### src/hw/pfc_pkg.sv
// package: register map, field positions and types for the port 1 flow control register
package pfc_pkg;

  localparam int unsigned ADDR_W     = 12;
  localparam int unsigned DATA_W     = 32;
  localparam int unsigned WORD_LSB   = 2;

  // register map
  localparam logic [11:0] P1FC_OFFSET = 12'h1A0;

  // field positions
  localparam int unsigned BIT_SELECT     = 0;
  localparam int unsigned BIT_TX_ENABLE  = 1;
  localparam int unsigned BIT_RX_ENABLE  = 2;
  localparam int unsigned BIT_TX_ACTIVE  = 3;
  localparam int unsigned BIT_RX_ACTIVE  = 4;
  localparam int unsigned BIT_DUPLEX     = 5;
  localparam int unsigned BIT_BACKPRESS  = 6;
  localparam int unsigned FIELD_W        = 7;
  localparam int unsigned RESERVED_W     = 25;

  // fixed reset values
  localparam logic        EXT_SELECT_RST = 1'b1;
  localparam logic        BIT_RST        = 1'b0;
  localparam logic [31:0] DATA_RST       = 32'h0000_0000;

  // bus responses
  localparam logic [1:0] RESP_OKAY   = 2'h0;
  localparam logic [1:0] RESP_DECERR = 2'h3;

  // pipeline depth of the pin synchroniser
  localparam int unsigned SYNC_STAGES = 2;

  // configuration straps and operating mode, sampled from pins
  typedef struct packed {
    logic ext_mac_mode;
    logic duplex_half;
    logic backpressure;
    logic full_duplex_pause;
    logic manual_select;
  } pfc_strap_t;

  // live port status from the port's PHY and negotiation
  typedef struct packed {
    logic half_duplex;
    logic autoneg_enable;
    logic an_pause_receive;
    logic an_pause_transmit;
  } pfc_link_t;

  // effective pause result
  typedef struct packed {
    logic receive;
    logic transmit;
  } pfc_pause_t;

endpackage

### src/hw/pfc_sync.sv
// two-flop synchroniser for pin-level inputs
`timescale 1ns/1ps
module pfc_sync #(
  parameter int unsigned W = 1
) (
  input  wire logic         aclk,
  input  wire logic [W-1:0] async_in,
  output logic      [W-1:0] sync_out
);

  logic [W-1:0] meta_q;

  // first stage is read only by the second
  always_ff @(posedge aclk) begin
    meta_q   <= async_in;
    sync_out <= meta_q;
  end

endmodule

### src/hw/pfc_resolve.sv
// pause resolution between manual enables and negotiated result
`timescale 1ns/1ps
module pfc_resolve (
  input  wire logic              select_manual,
  input  wire logic              rx_enable,
  input  wire logic              tx_enable,
  input  wire pfc_pkg::pfc_link_t link,
  output pfc_pkg::pfc_pause_t     pause
);

  logic manual_path;
  logic full_duplex;

  always_comb begin
    manual_path = select_manual | ~link.autoneg_enable;
    full_duplex = ~link.half_duplex;
    if (!full_duplex) begin
      pause.receive  = 1'b0;
      pause.transmit = 1'b0;
    end else if (manual_path) begin
      pause.receive  = rx_enable;
      pause.transmit = tx_enable;
    end else begin
      pause.receive  = link.an_pause_receive;
      pause.transmit = link.an_pause_transmit;
    end
  end

endmodule

### src/hw/pfc_port1_fc.sv
// port 1 flow control register with axi4-lite slave and pause resolution
// Overview of operation
// - bit 6 read-write, enables half-duplex backpressure on port 1 when set.
// - bit 5 read-only, shows active duplex: 0 full, 1 half.
// - bit 4 read-only, shows whether pause receive is currently active.
// - bit 3 read-only, shows whether pause transmit is currently active.
// - bit 2 enables pause frame reception when manual selected or negotiation off.
// - bit 1 enables pause frame generation when manual selected or negotiation off.
// - select 0 with negotiation on uses negotiated pause while in full duplex; manual enables ignored.
// - select 1 makes manual enables govern pause while in full duplex.
// - external mac modes force select bit to 1 and make it read-only.
// - status bits reset from a combination of straps.
// - backpressure and pause enables reset from their own straps.
// - external mac modes reset select to 1, loader cannot overwrite it.
// - writes leave the phy advertisement register untouched.
//
// Implementation choice: the AXI4-Lite interface to the registers.
`timescale 1ns/1ps
module pfc_port1_fc (
  input  wire logic                      aclk,
  input  wire logic                      aresetn,
  input  wire logic [pfc_pkg::ADDR_W-1:0] s_axi_awaddr,
  input  wire logic                      s_axi_awvalid,
  output logic                           s_axi_awready,
  input  wire logic [31:0]               s_axi_wdata,
  input  wire logic [3:0]                s_axi_wstrb,
  input  wire logic                      s_axi_wvalid,
  output logic                           s_axi_wready,
  output logic [1:0]                     s_axi_bresp,
  output logic                           s_axi_bvalid,
  input  wire logic                      s_axi_bready,
  input  wire logic [pfc_pkg::ADDR_W-1:0] s_axi_araddr,
  input  wire logic                      s_axi_arvalid,
  output logic                           s_axi_arready,
  output logic [31:0]                    s_axi_rdata,
  output logic [1:0]                     s_axi_rresp,
  output logic                           s_axi_rvalid,
  input  wire logic                      s_axi_rready,
  input  wire pfc_pkg::pfc_strap_t       strap_pins,
  input  wire pfc_pkg::pfc_link_t        link_pins,
  input  wire logic                      loader_valid,
  input  wire logic [31:0]               loader_data,
  output logic                           port1_backpressure_enable,
  output logic                           port1_active_duplex,
  output logic                           port1_active_pause_receive,
  output logic                           port1_active_pause_transmit,
  output logic                           port1_manual_pause_select
);

  pfc_pkg::pfc_strap_t strap_s;
  pfc_pkg::pfc_link_t  link_s;
  pfc_pkg::pfc_pause_t pause_res;

  logic                       bp_q;
  logic                       dup_q;
  logic                       rx_act_q;
  logic                       tx_act_q;
  logic                       rx_en_q;
  logic                       tx_en_q;
  logic                       sel_q;
  logic                       aw_held_q;
  logic                       w_held_q;
  logic [pfc_pkg::ADDR_W-1:0] awaddr_q;
  logic [31:0]                wdata_q;
  logic [3:0]                 wstrb_q;
  logic                       bvalid_q;
  logic [1:0]                 bresp_q;
  logic                       rvalid_q;
  logic [1:0]                 rresp_q;
  logic [31:0]                rdata_q;
  logic                       wr_commit;
  logic                       wr_hit;
  logic                       sw_lane0;
  logic                       rd_fire;
  logic                       rd_hit;
  logic                       ext_mode;
  logic [31:0]                reg_value;

  // pin synchronisers
  pfc_sync #(
    .W ($bits(pfc_pkg::pfc_strap_t))
  ) u_strap_sync (
    .aclk     (aclk),
    .async_in (strap_pins),
    .sync_out (strap_s)
  );

  pfc_sync #(
    .W ($bits(pfc_pkg::pfc_link_t))
  ) u_link_sync (
    .aclk     (aclk),
    .async_in (link_pins),
    .sync_out (link_s)
  );

  pfc_resolve u_resolve (
    .select_manual (sel_q),
    .rx_enable     (rx_en_q),
    .tx_enable     (tx_en_q),
    .link          (link_s),
    .pause         (pause_res)
  );

  assign ext_mode = strap_s.ext_mac_mode;

  // bus decode
  assign s_axi_awready = ~aw_held_q & ~bvalid_q;
  assign s_axi_wready  = ~w_held_q & ~bvalid_q;
  assign s_axi_arready = ~rvalid_q;
  assign wr_commit     = aw_held_q & w_held_q & ~bvalid_q;
  assign wr_hit        = awaddr_q[pfc_pkg::ADDR_W-1:pfc_pkg::WORD_LSB]
                         == pfc_pkg::P1FC_OFFSET[pfc_pkg::ADDR_W-1:pfc_pkg::WORD_LSB];
  assign sw_lane0      = wr_commit & wr_hit & wstrb_q[0];
  assign rd_fire       = s_axi_arvalid & s_axi_arready;
  assign rd_hit        = s_axi_araddr[pfc_pkg::ADDR_W-1:pfc_pkg::WORD_LSB]
                         == pfc_pkg::P1FC_OFFSET[pfc_pkg::ADDR_W-1:pfc_pkg::WORD_LSB];

  // read view, upper bits zero
  assign reg_value = {{pfc_pkg::RESERVED_W{1'b0}},
                      bp_q, dup_q, rx_act_q, tx_act_q, rx_en_q, tx_en_q, sel_q};

  // write address and data capture, either order
  always_ff @(posedge aclk) begin
    if (!aresetn) begin
      aw_held_q <= 1'b0;
      awaddr_q  <= '0;
    end else if (s_axi_awvalid && s_axi_awready) begin
      aw_held_q <= 1'b1;
      awaddr_q  <= s_axi_awaddr;
    end else if (wr_commit) begin
      aw_held_q <= 1'b0;
    end
  end

  always_ff @(posedge aclk) begin
    if (!aresetn) begin
      w_held_q <= 1'b0;
      wdata_q  <= pfc_pkg::DATA_RST;
      wstrb_q  <= '0;
    end else if (s_axi_wvalid && s_axi_wready) begin
      w_held_q <= 1'b1;
      wdata_q  <= s_axi_wdata;
      wstrb_q  <= s_axi_wstrb;
    end else if (wr_commit) begin
      w_held_q <= 1'b0;
    end
  end

  // write response
  always_ff @(posedge aclk) begin
    if (!aresetn) begin
      bvalid_q <= 1'b0;
      bresp_q  <= pfc_pkg::RESP_OKAY;
    end else if (wr_commit) begin
      bvalid_q <= 1'b1;
      bresp_q  <= wr_hit ? pfc_pkg::RESP_OKAY : pfc_pkg::RESP_DECERR;
    end else if (s_axi_bready) begin
      bvalid_q <= 1'b0;
    end
  end

  // read channel
  always_ff @(posedge aclk) begin
    if (!aresetn) begin
      rvalid_q <= 1'b0;
      rresp_q  <= pfc_pkg::RESP_OKAY;
      rdata_q  <= pfc_pkg::DATA_RST;
    end else if (rd_fire) begin
      rvalid_q <= 1'b1;
      rresp_q  <= rd_hit ? pfc_pkg::RESP_OKAY : pfc_pkg::RESP_DECERR;
      rdata_q  <= rd_hit ? reg_value : pfc_pkg::DATA_RST;
    end else if (s_axi_rready) begin
      rvalid_q <= 1'b0;
    end
  end

  // software enables, loader wins over a software write in the same cycle
  always_ff @(posedge aclk) begin
    if (!aresetn) begin
      bp_q    <= strap_s.backpressure;
      rx_en_q <= strap_s.full_duplex_pause;
      tx_en_q <= strap_s.full_duplex_pause;
    end else if (loader_valid) begin
      bp_q    <= loader_data[pfc_pkg::BIT_BACKPRESS];
      rx_en_q <= loader_data[pfc_pkg::BIT_RX_ENABLE];
      tx_en_q <= loader_data[pfc_pkg::BIT_TX_ENABLE];
    end else if (sw_lane0) begin
      bp_q    <= wdata_q[pfc_pkg::BIT_BACKPRESS];
      rx_en_q <= wdata_q[pfc_pkg::BIT_RX_ENABLE];
      tx_en_q <= wdata_q[pfc_pkg::BIT_TX_ENABLE];
    end
  end

  // manual select, forced in external mac modes
  always_ff @(posedge aclk) begin
    if (!aresetn) begin
      sel_q <= ext_mode ? pfc_pkg::EXT_SELECT_RST : strap_s.manual_select;
    end else if (ext_mode) begin
      sel_q <= pfc_pkg::EXT_SELECT_RST;
    end else if (loader_valid) begin
      sel_q <= loader_data[pfc_pkg::BIT_SELECT];
    end else if (sw_lane0) begin
      sel_q <= wdata_q[pfc_pkg::BIT_SELECT];
    end
  end

  // live status, reset from strap combination
  always_ff @(posedge aclk) begin
    if (!aresetn) begin
      dup_q    <= strap_s.duplex_half;
      rx_act_q <= ~strap_s.duplex_half & strap_s.full_duplex_pause;
      tx_act_q <= ~strap_s.duplex_half & strap_s.full_duplex_pause;
    end else begin
      dup_q    <= link_s.half_duplex;
      rx_act_q <= pause_res.receive;
      tx_act_q <= pause_res.transmit;
    end
  end

  // outputs; no path reaches the phy advertisement register
  assign port1_backpressure_enable   = bp_q;
  assign port1_active_duplex         = dup_q;
  assign port1_active_pause_receive  = rx_act_q;
  assign port1_active_pause_transmit = tx_act_q;
  assign port1_manual_pause_select   = sel_q;
  assign s_axi_bvalid                = bvalid_q;
  assign s_axi_bresp                 = bresp_q;
  assign s_axi_rvalid                = rvalid_q;
  assign s_axi_rresp                 = rresp_q;
  assign s_axi_rdata                 = rdata_q;
endmodule

### config.mk
export PLATFORM = sky130hd
export DESIGN_NAME = pfc_port1_fc
export DESIGN_NICKNAME = d
export VERILOG_FILES = /design/src/hw/pfc_pkg.sv /design/src/hw/pfc_sync.sv /design/src/hw/pfc_resolve.sv /design/src/hw/pfc_port1_fc.sv
export SDC_FILE = /design/constraint.sdc
export NUM_CORES = 1
export LEC_CHECK = 0
export ABC_AREA = 1
export BUFFER_PORTS_ARGS = -buffer_cell sky130_fd_sc_hd__buf_4
export CAP_MARGIN = 20
export CORE_MARGIN = 2
export CORE_UTILIZATION = 42
export DETAILED_ROUTE_END_ITERATION = 8
export PLACE_DENSITY = 0.84
export SLEW_MARGIN = 20
export SYNTH_ARGS = -nofsm -noshare
export SYNTH_HDL_FRONTEND = slang
export SYNTH_SLANG_ARGS = --single-unit
### constraint.sdc
create_clock -name aclk -period 2.7 [get_ports aclk]
set_input_delay 0.27 -clock aclk [delete_from_list [all_inputs] [get_ports aclk]]
set_output_delay 0.27 -clock aclk [all_outputs]
set_load 0.03 [all_outputs]
==> results of run 1 <==
placed cells by master (no fill, tap or decap), types with 2 or more instances in the layout:
master	synthesis	layout
sky130_fd_sc_hd__inv_2	2	2
sky130_fd_sc_hd__inv_1	15	15
sky130_fd_sc_hd__o21ai_0	20	20
sky130_fd_sc_hd__o21ai_2	8	8
sky130_fd_sc_hd__a21oi_1	7	7
sky130_fd_sc_hd__dfxtp_1	49	49
sky130_fd_sc_hd__conb_1	1	25
sky130_fd_sc_hd__nand3_1	5	5
sky130_fd_sc_hd__nor2_1	52	52
sky130_fd_sc_hd__buf_4	27	66
sky130_fd_sc_hd__clkbuf_8	0	5
sky130_fd_sc_hd__nor2_2	5	5
sky130_fd_sc_hd__nand2_1	14	14
sky130_fd_sc_hd__mux2i_1	7	7
sky130_fd_sc_hd__edfxtp_1	4	4
sky130_fd_sc_hd__nand2_2	3	3
stage by stage:
stage               worst slack, ps  total power [µW]  instances  instance area (µm²)  hold WS [ps]
floorplan                      1360              1110        251                 2130           298
global placement               1370              1180        340                 2460           311
detailed placement             1340              1190        340                 2460           314
CTS                            1370              1650        348                 2560          49.7
global route                   1280              1710        348                 2560          35.6
finish                         1390              1630        348                 2560          58.9
layer usage:
metal / vias up / track usage / share of wire / wire (µm)
met4: 0 / 0.0566 / 0.0085 / 31
met3: 2 / 0.0316 / 0.076 / 278
li1: 796 / - / - / -
met2: 70 / 0.261 / 0.52 / 1900
met1: 695 / 0.146 / 0.40 / 1450
met5: - / 0 / 0 / 0
sequential cells by signal (all words and copies together) (netlist names), 4 cells and up:
signal	flops
awaddr_q	10
s_axi_rdata	7
u_strap_sync.meta_q	5
u_strap_sync.sync_out	5
u_link_sync.meta_q	4
u_link_sync.sync_out	4
wdata_q	4
cells in the mapped netlist, types with 2 or more instances:
library cell / instances / area [µm²]
sky130_fd_sc_hd__buf_2: 2 / 10.0
sky130_fd_sc_hd__nand2_2: 3 / 18.8
sky130_fd_sc_hd__o21ai_2: 8 / 70.1
sky130_fd_sc_hd__buf_4: 27 / 203
sky130_fd_sc_hd__a21oi_1: 7 / 35.0
sky130_fd_sc_hd__inv_1: 15 / 56.3
sky130_fd_sc_hd__mux2i_1: 7 / 70.1
sky130_fd_sc_hd__inv_2: 2 / 7.51
sky130_fd_sc_hd__nand2_1: 14 / 52.6
sky130_fd_sc_hd__nand3_1: 5 / 25.0
sky130_fd_sc_hd__dfxtp_1: 49 / 981
sky130_fd_sc_hd__nor2_2: 5 / 31.3
sky130_fd_sc_hd__edfxtp_1: 4 / 120
sky130_fd_sc_hd__nor2_1: 52 / 195
sky130_fd_sc_hd__o21ai_0: 20 / 100
cells by family after synthesis:
family,Yosys count,share of synthesized area
DFF,53,0.540
muxes,7,0.0344
buffers and inverters,48,0.145
AOI/OAI and AO/OA,36,0.104
other,1,0.00184
and+or+nand+nor,82,0.175
final timing paths:
path	from	slack [ps]	to
min reg2reg	u_strap_sync.meta_q[3]$_DFF_P_	340	u_strap_sync.sync_out[3]$_DFF_P_
min	strap_pins[4]	60	u_strap_sync.meta_q[4]$_DFF_P_
max reg2reg	w_held_q$_SDFFE_PN0P_	1390	port1_backpressure_enable$_DFFE_PP_
max	s_axi_rvalid$_SDFFE_PN0P_	1390	s_axi_arready
power groups by stage:
stage / sequential [µW] / clock, µW / combinational (µW)
after floorplan: 918 / 0 / 194
after global placement: 894 / 0 / 287
after detailed placement: 898 / 0 / 293
after CTS: 880 / 476 / 293
after global routing: 885 / 505 / 321
final: 879 / 462 / 291
final cells by class:
type	count	area, µm²
well taps	54	67.6
clock buffers	5	68.8
repair buffers	66	495
multi-input cells	150	733
fillers	460	2130
flip-flops and latches	53	1100
clock inverters	3	28.8
inverters	17	63.8
worst reg2reg max path: cells and delay by family, from the launching register on:
kind                   cells  cell delay [ps]
buffers and inverters      1               70
and+or+nand+nor            5              580
DFF                        1              390
==> qor.txt, run 1 <==
starting DRC count in detailed routing = 20
total vias in the final route = 1563
number of setup buffers added after CTS = 0
warnings from Yosys = 0
layout net count = 402
slowest CP cell = sky130_fd_sc_hd__dfxtp_1
clock period minus final worst setup slack = 1310 ps
Core Util, Final = 0.545
arrival time at the worst endpoint = 1040 ps
number of antenna violations at the first check in global routing = 0
later-pin clock latency in the skew report = 300 ps
element type at the critical path start = flip-flop
maximum clock rate = 762 MHz
vias in the first global route = 1402
Static Leakage = 0.00122 µW
count of instances resized after the clock tree is built = 0
part of the power in the clock network = 0.283
number of hold-repair buffers added at the cts stage = 0
total internal power = 1150 µW
Floorplan Core Area = 4690 µm²
Inserted Clock Buffers = 5
remaining global-route overflow = 0
gr usage total = 0.138
cell count along the critical path = 2
weighted congestion reported at the end of routability-driven placement = 0.721
routed wire length = 3.65 mm
path category of the worst min-delay check = in2reg
portion of the post-synthesis area used by sequential elements = 0.540
vias per cell = 4.49
final hold viol count = 0
Crit path max-delay family = flip-flops
Clock Skew = 4.87 ps
total clock sinks = 53
placed wire-length estimate after detailed placement = 2.97 mm
endpoints failing setup = 0
root buffer cell = sky130_fd_sc_hd__clkbuf_8
final count of pins violating max slew = 0
critical path endpoint category = output pin
gate count after technology mapping = 227
area of the die = 5430 µm²
post-route ant nets = 0
data required time of the critical path = 2430 ps
final cycle utilization of the critical path = 0.486
Hold Path Cell Cnt = 1
sequential fraction of design power = 0.539
average size of a mapped cell = 8.98 µm²
combinational cell fraction of total power = 0.178
wire length per cell = 10.5 µm
area growth from synthesis to layout = 25.5%
synthesis-stage register bit count = 53
setup repair after global routing missed its margin = false
Post-Synthesis Cell Area = 2040 µm²
Reg2Reg Depth = 6
Crit Path Max Fanout = 4
number of buffers added on ports = 66
share of flip-flops with an asynchronous set or reset after synthesis = 0
fraction of final layout cells sized beyond drive strength 1 = 0.320
number of enable flip-flop cells after synthesis = 4
maximum number of pins on one net before global-route repair = 24
Pre-Repair DR Iteration Count = 4
total number of H-tree levels = 2
type of the setup path with the least slack = reg2out
initial standard-cell utilization of the core = 0.435
IR drop worst, VDD = 494 µV
total power divided by cell area = 638 nW/µm²
CTS clk-pin slew, worst paths = 100 ps
horizontal die dimension = 73.7 µm
ports placed on the boundary = 155
result of the run = complete, no violations
power spent charging and discharging nets = 478 µW
series of cell instances along the critical path = inv_1, buf_4
number of rows created at floorplan = 25
switch share = 0.293
global-route wire length before repair = 5.71 mm
Total Neg Setup Slack = 0 ps
buffers plus inverters on the worst setup path = 2
diode count = 0
Yosys cell types = 22
detailed-route DRC error count = 0
TritonCTS clock tree = built
vertical extent of the die = 73.7 µm
Bufs on Longest Clock Path = 2
Max Cap Violations = 0
Slowest Stage Delay on Critical Path = 470 ps
top flip-flop cell by instance count after synthesis = sky130_fd_sc_hd__dfxtp_1
Power figures use the tool's default switching activity.
==> inputs of run 2 (changes only) <==
--- a/config.mk
+++ b/config.mk
@@ -9,9 +9,9 @@
 export BUFFER_PORTS_ARGS = -buffer_cell sky130_fd_sc_hd__buf_4
 export CAP_MARGIN = 20
 export CORE_MARGIN = 2
-export CORE_UTILIZATION = 42
+export CORE_UTILIZATION = 36
 export DETAILED_ROUTE_END_ITERATION = 8
-export PLACE_DENSITY = 0.84
+export PLACE_DENSITY = 0.76
 export SLEW_MARGIN = 20
 export SYNTH_ARGS = -nofsm -noshare
 export SYNTH_HDL_FRONTEND = slang
==> constraint.sdc (replaced) <==
create_clock -name aclk -period 1.1 [get_ports aclk]
set_input_delay 0.11 -clock aclk [delete_from_list [all_inputs] [get_ports aclk]]
set_output_delay 0.11 -clock aclk [all_outputs]
set_load 0.03 [all_outputs]
==> qor.txt, run 2 (synthesized netlist as in run 1, its figures left out) <==
initial standard-cell utilization of the core = 0.373 (-0.0620)
worst min-delay path endpoint = awaddr_q[11]$_SDFFE_PN0P_
wire length per cell = 10.3 µm (-1.9%)
total clock sinks = 53 (unchanged)
final hold viol count = 0 (unchanged)
worst r2r dst = port1_manual_pause_select$_DFFE_PP_
vertical extent of the die = 79.3 µm (+7.6%)
most common cell after layout, fill and taps aside = sky130_fd_sc_hd__buf_4
type of the setup path with the least slack = reg2reg
post-route worst setup slack = -81.8 ps (-1470 ps)
footprint of the multi-input gates = 803 µm² (+9.6%)
FF-to-FF Start = awaddr_q[4]$_SDFFE_PN0P_
area growth from synthesis to layout = 44.2%
flip-flop count of the largest register, all copies and words added = 10 (unchanged)
Bufs on Longest Clock Path = 2 (unchanged)
Pre-Repair DR Iteration Count = 3 (-1)
CTS clk-pin slew, worst paths = 90 ps (about the same)
maximum clock rate = 846 MHz
arrival time at the worst endpoint = 1200 ps (+160 ps)
Clock Skew = 9.49 ps (+4.62 ps)
gr usage total = 0.134 (-0.00436)
weighted congestion reported at the end of routability-driven placement = 0.755 (+4.7%)
total number of H-tree levels = 2 (unchanged)
clock period minus final worst setup slack = 1180 ps
Hold Path Cell Cnt = 3 (+2)
starting DRC count in detailed routing = 25 (+25%)
path category of the worst min-delay check = in2reg
Inserted Clock Buffers = 5 (unchanged)
setup repair after global routing missed its margin = true
IR drop worst, VDD = 929 µV (+88%)
violated checks = negative setup slack
slowest CP cell = sky130_fd_sc_hd__dfxtp_1
overall power = 4380 µW (+170%)
area of the die = 6280 µm² (+16%)
placed wire-length estimate after detailed placement = 3.08 mm (+3.8%)
global-route wire length before repair = 6.44 mm (+13%)
Core Util, Final = 0.537 (-0.00807)
total power divided by cell area = 1490 nW/µm² (+130%)
TritonCTS clock tree = built
final count of pins violating max slew = 0 (unchanged)
final cycle utilization of the critical path = 1.07
filler cell count in the final layout = 515 (+12%)
Place WS = -116 ps (-1460 ps)
routed wire length = 4.04 mm (+10%)
critical path endpoint category = flip-flop
result of the run = finished with violations
vias per cell = 4.17 (-7.2%)
vias in the first global route = 1495 (+6.6%)
Static Leakage = 0.00139 µW (+14%)
remaining global-route overflow = 0 (unchanged)
data required time of the critical path = 1110 ps (-1320 ps)
fraction of final layout cells sized beyond drive strength 1 = 0.391 (+0.0709)
series of cell instances along the critical path = or2_4, nor2_4, nand3_2, nand3b_1
worst-case register-to-register setup slack = -80 ps (-1470 ps)
Floorplan Core Area = 5470 µm² (+17%)
Crit Path Max Fanout = 2 (-2)
Max Cap Violations = 0 (unchanged)
startpoint of the tightest hold check path = s_axi_awaddr[11]
ports placed on the boundary = 155 (unchanged)
root buffer cell = sky130_fd_sc_hd__clkbuf_8
later-pin clock latency in the skew report = 300 ps (about the same)
number of rows created at floorplan = 27 (+8.0%)
endpoints failing setup = 6 (+6)
Reg with most FFs = awaddr_q
diode count = 0 (unchanged)
detailed-route DRC error count = 0 (unchanged)
Reg2Reg Depth = 4 (-2)
number of buffers added on ports = 66 (unchanged)
element type at the critical path start = flip-flop
total vias in the final route = 1634 (+4.5%)
horizontal die dimension = 79.3 µm (+7.6%)
layout net count = 428 (+6.5%)
FF/Latch Area = 1110 µm² (+1.0%)
post-route ant nets = 0 (unchanged)
number of antenna violations at the first check in global routing = 0 (unchanged)
commonest cells after routing, fill and taps aside = sky130_fd_sc_hd__buf_4 (75), sky130_fd_sc_hd__nor2_1 (49), sky130_fd_sc_hd__dfxtp_1 (44), sky130_fd_sc_hd__conb_1 (25), sky130_fd_sc_hd__o21ai_0 (18)
Slowest Stage Delay on Critical Path = 320 ps (-150 ps)
maximum number of pins on one net before global-route repair = 17 (-29%)
start point of the critical path = awaddr_q[4]$_SDFFE_PN0P_
-- run 2: cell count changes in the layout (fill, tap and decap cells not counted), moves of 5 or more --
cell,before,now
sky130_fd_sc_hd__nor2_4,0,6
sky130_fd_sc_hd__buf_6,0,7
sky130_fd_sc_hd__dlygate4sd3_1,0,9
sky130_fd_sc_hd__dfxtp_1,49,44
sky130_fd_sc_hd__buf_4,66,75
-- run 2: repair_timing --
action | 4_1_cts | 5_1_grt
resized for setup | 12 | 11
endpoints found under the setup margin | 8 | 26
pin swaps | 4 | 3
buffers inserted | 2 | 2
hold buffers | 9 | 0
gates cloned | 0 | 0
hold endpoints to repair | 9 | 0
-- run 2: metal layers --
layer	track usage	share of wire	up-vias
met1	0.153	0.41	716
met3	0.0364	0.072	5
met4	0.0569	0.017	0
li1	-	-	849
met5	0	0	-
met2	0.235	0.51	64
-- run 2: through the flow --
stage | instances | cell area (µm²) | hold WS, ps | TNS, ps
floorplan | 251 | 2160 | 138 | -289
global placement | 372 | 2640 | 215 | -338
detailed placement | 372 | 2640 | 216 | -436
CTS | 390 | 2900 | 33.2 | -321
global route | 392 | 2940 | 27.6 | -779
finish | 392 | 2940 | 36.1 | -340
-- run 2: power by group --
part | switching, µW | internal [µW]
logic | 488 | 383
registers | 78.6 | 2080
clock network | 602 | 742
total | 1170 | 3210
-- run 2: area by class of cell --
cell class                      count  area share
Inverter                           17      0.0217
Clock inverter                      2      0.0123
Tap cell                           72      0.0306
Multi-Input combinational cell    150       0.273
Clock buffer                        6      0.0281
Timing Repair Buffer               92       0.256
Sequential cell                    53       0.378
-- run 2: worst max path at each step --
stage / endpoint / slack, ps / cells past startpoint
after floorplan: port1_backpressure_enable$_DFFE_PP_ / -40 / 5
after global placement: tx_en_q$_DFFE_PP_ / -90 / 6
after detailed placement: port1_manual_pause_select$_DFFE_PP_ / -120 / 6
after CTS: port1_manual_pause_select$_DFFE_PP_ / -80 / 5
after global routing: port1_manual_pause_select$_DFFE_PP_ / -150 / 5
final: port1_manual_pause_select$_DFFE_PP_ / -80 / 4
-- run 2: critical path, delay by kind of cell, from the launching register on --
kind	cells	cell delay, ps
AND/OR/NAND/NOR	4	580
flip-flops	1	320
==> inputs of run 3 (changes only) <==
--- a/config.mk
+++ b/config.mk
@@ -12,6 +12,7 @@
 export CORE_UTILIZATION = 36
 export DETAILED_ROUTE_END_ITERATION = 8
 export PLACE_DENSITY = 0.76
+export RECOVER_POWER = 100
 export SLEW_MARGIN = 20
 export SYNTH_ARGS = -nofsm -noshare
 export SYNTH_HDL_FRONTEND = slang
==> qor.txt, run 3 (synthesized netlist as in run 1, its figures left out) <==
remaining global-route overflow = 0 (unchanged)
sequential fraction of design power = 0.498 (+0.004)
Slowest Stage Delay on Critical Path = 320 ps (about the same)
element type at the critical path start = flip-flop
ports placed on the boundary = 155 (unchanged)
IR drop worst, VDD = 928 µV (-0.12%)
final hold viol count = 0 (unchanged)
routed wire length = 4.02 mm (-0.35%)
overall power = 4340 µW (-0.83%)
total vias in the final route = 1632 (-0.12%)
setup repair after global routing missed its margin = true
slowest CP cell = sky130_fd_sc_hd__dfxtp_1
Pre-Repair DR Iteration Count = 3 (unchanged)
flip-flop count of the largest register, all copies and words added = 10 (unchanged)
total internal power = 3180 µW (-0.80%)
path category of the worst min-delay check = in2reg
Floorplan Core Area = 5470 µm² (unchanged)
series of cell instances along the critical path = or2_4, nor2_4, nand3_2, nand3b_1
Bufs on Longest Clock Path = 2 (unchanged)
endpoints failing setup = 7 (+1)
Place WS = -116 ps (unchanged)
final cycle utilization of the critical path = 1.07 (about the same)
vias in the first global route = 1495 (unchanged)
fraction of final layout cells sized beyond drive strength 1 = 0.388 (-0.00312)
CTS clk-pin slew, worst paths = 90 ps (about the same)
critical path endpoint category = flip-flop
wire length per cell = 10.3 µm (-0.35%)
most common cell after layout, fill and taps aside = sky130_fd_sc_hd__buf_4
global-route wire length before repair = 6.44 mm (unchanged)
total number of H-tree levels = 2 (unchanged)
detailed-route DRC error count = 0 (unchanged)
number of rows created at floorplan = 27 (unchanged)
layout net count = 428 (unchanged)
gr usage total = 0.134 (unchanged)
horizontal die dimension = 79.3 µm (unchanged)
root buffer cell = sky130_fd_sc_hd__clkbuf_8
filler cell count in the final layout = 532 (+3.3%)
arrival time at the worst endpoint = 1200 ps (about the same)
Inserted Clock Buffers = 5 (unchanged)
TritonCTS clock tree = built
clock period minus final worst setup slack = 1180 ps (-0.0406 ps)
result of the run = finished with violations
maximum clock rate = 846 MHz (about the same)
starting DRC count in detailed routing = 33 (+32%)
Clock Skew = 9.44 ps (-0.0541 ps)
weighted congestion reported at the end of routability-driven placement = 0.755 (unchanged)
later-pin clock latency in the skew report = 300 ps (about the same)
Reg with most FFs = awaddr_q
maximum number of pins on one net before global-route repair = 17 (unchanged)
vias per cell = 4.16 (-0.12%)
Max Cap Violations = 0 (unchanged)
placed wire-length estimate after detailed placement = 3.08 mm (unchanged)
commonest cells after routing, fill and taps aside = sky130_fd_sc_hd__buf_4 (51), sky130_fd_sc_hd__nor2_1 (49), sky130_fd_sc_hd__dfxtp_1 (45), sky130_fd_sc_hd__conb_1 (25), sky130_fd_sc_hd__o21ai_0 (18)
combinational cell fraction of total power = 0.193 (-0.006)
buffers plus inverters on the worst setup path = 0 (unchanged)
Static Leakage = 0.00137 µW (-1.8%)
Core Util, Final = 0.526 (-0.0110)
initial standard-cell utilization of the core = 0.373 (unchanged)
part of the power in the clock network = 0.310 (+0.003)
post-route worst setup slack = -81.8 ps (+0.0406 ps)
area of the die = 6280 µm² (unchanged)
total clock sinks = 53 (unchanged)
power spent charging and discharging nets = 1160 µW (-0.90%)
violated checks = negative setup slack
Crit Path Max Fanout = 2 (unchanged)
vertical extent of the die = 79.3 µm (unchanged)
switch share = 0.267 (about the same)
data required time of the critical path = 1110 ps (about the same)
diode count = 0 (unchanged)
final count of pins violating max slew = 0 (unchanged)
post-route ant nets = 0 (unchanged)
number of buffers added on ports = 66 (unchanged)
area growth from synthesis to layout = 41.2%
number of antenna violations at the first check in global routing = 0 (unchanged)
Crit path max-delay family = simple AND/OR/NAND/NOR gates
type of the setup path with the least slack = reg2reg
total power divided by cell area = 1510 nW/µm² (+1.2%)
-- run 3: changes by cell type in the layout (fill, tap and decap cells not counted), sizes merged --
cell	before	now
buf	83	59
clkbuf	6	30
-- run 3: repair_timing --
item / 4_1_cts / 5_1_grt
gates resized for setup: 12 / 11
pin swaps: 4 / 3
endpoints found under the hold margin: 9 / 0
setup buffers: 2 / 2
cloned: 0 / 0
hold buffers: 9 / 0
setup endpoints to repair: 8 / 26
-- run 3: final timing paths --
check | startpoint | endpoint | slack (ps) | depth (start not counted)
worst max-delay path | awaddr_q[4]$_SDFFE_PN0P_ | port1_manual_pause_select$_DFFE_PP_ | -80 | 4
worst min-delay path | s_axi_awaddr[11] | awaddr_q[11]$_SDFFE_PN0P_ | 40 | 3
worst max register to register | awaddr_q[4]$_SDFFE_PN0P_ | port1_manual_pause_select$_DFFE_PP_ | -80 | 4
worst min register to register | u_link_sync.meta_q[2]$_DFF_P_ | u_link_sync.sync_out[2]$_DFF_P_ | 330 | 0
-- run 3: tightest hold or removal path: cells and delay by family --
kind / cells / cell delay (ps)
compound gates: 1 / 50
simple gates: 1 / 60
buf+inv: 1 / 80
-- run 3: layer usage --
layer	GRT usage	routed length [µm]
met1	0.153	1640
met3	0.0364	283
met2	0.235	2030
met4	0.0569	67
met5	0	0
-- run 3: area by class of cell --
| cell class | instances | area [µm²] | area share |
|---|---|---|---|
| Multi-Input combinational cell | 150 | 779 | 0.271 |
| Clock inverter | 2 | 36.3 | 0.0126 |
| Timing Repair Buffer | 92 | 717 | 0.249 |
| Inverter | 17 | 63.8 | 0.0222 |
| Clock buffer | 6 | 82.6 | 0.0287 |
| Sequential cell | 53 | 1110 | 0.386 |
| Tap cell | 72 | 90.1 | 0.0313 |
-- run 3: metrics by stage --
step / area [µm²] / hold slack [ps] / instances / setup TNS (ps)
2_1_floorplan: 2160 / 138 / 251 / -289
3_5_place_dp: 2640 / 216 / 372 / -436
6_report: 2880 / 36.1 / 392 / -331
4_1_cts: 2900 / 33.2 / 390 / -321
5_1_grt: 2880 / 27.6 / 392 / -1990
3_3_place_gp: 2640 / 215 / 372 / -338
-- run 3: power groups by stage --
stage               logic, µW  registers (µW)  clock network [µW]
finish                    838            2160                1340
global route              916            2180                1460
CTS                       853            2160                1380
detailed placement        801            2200                   0
global placement          788            2200                   0
floorplan                 487            2260                   0
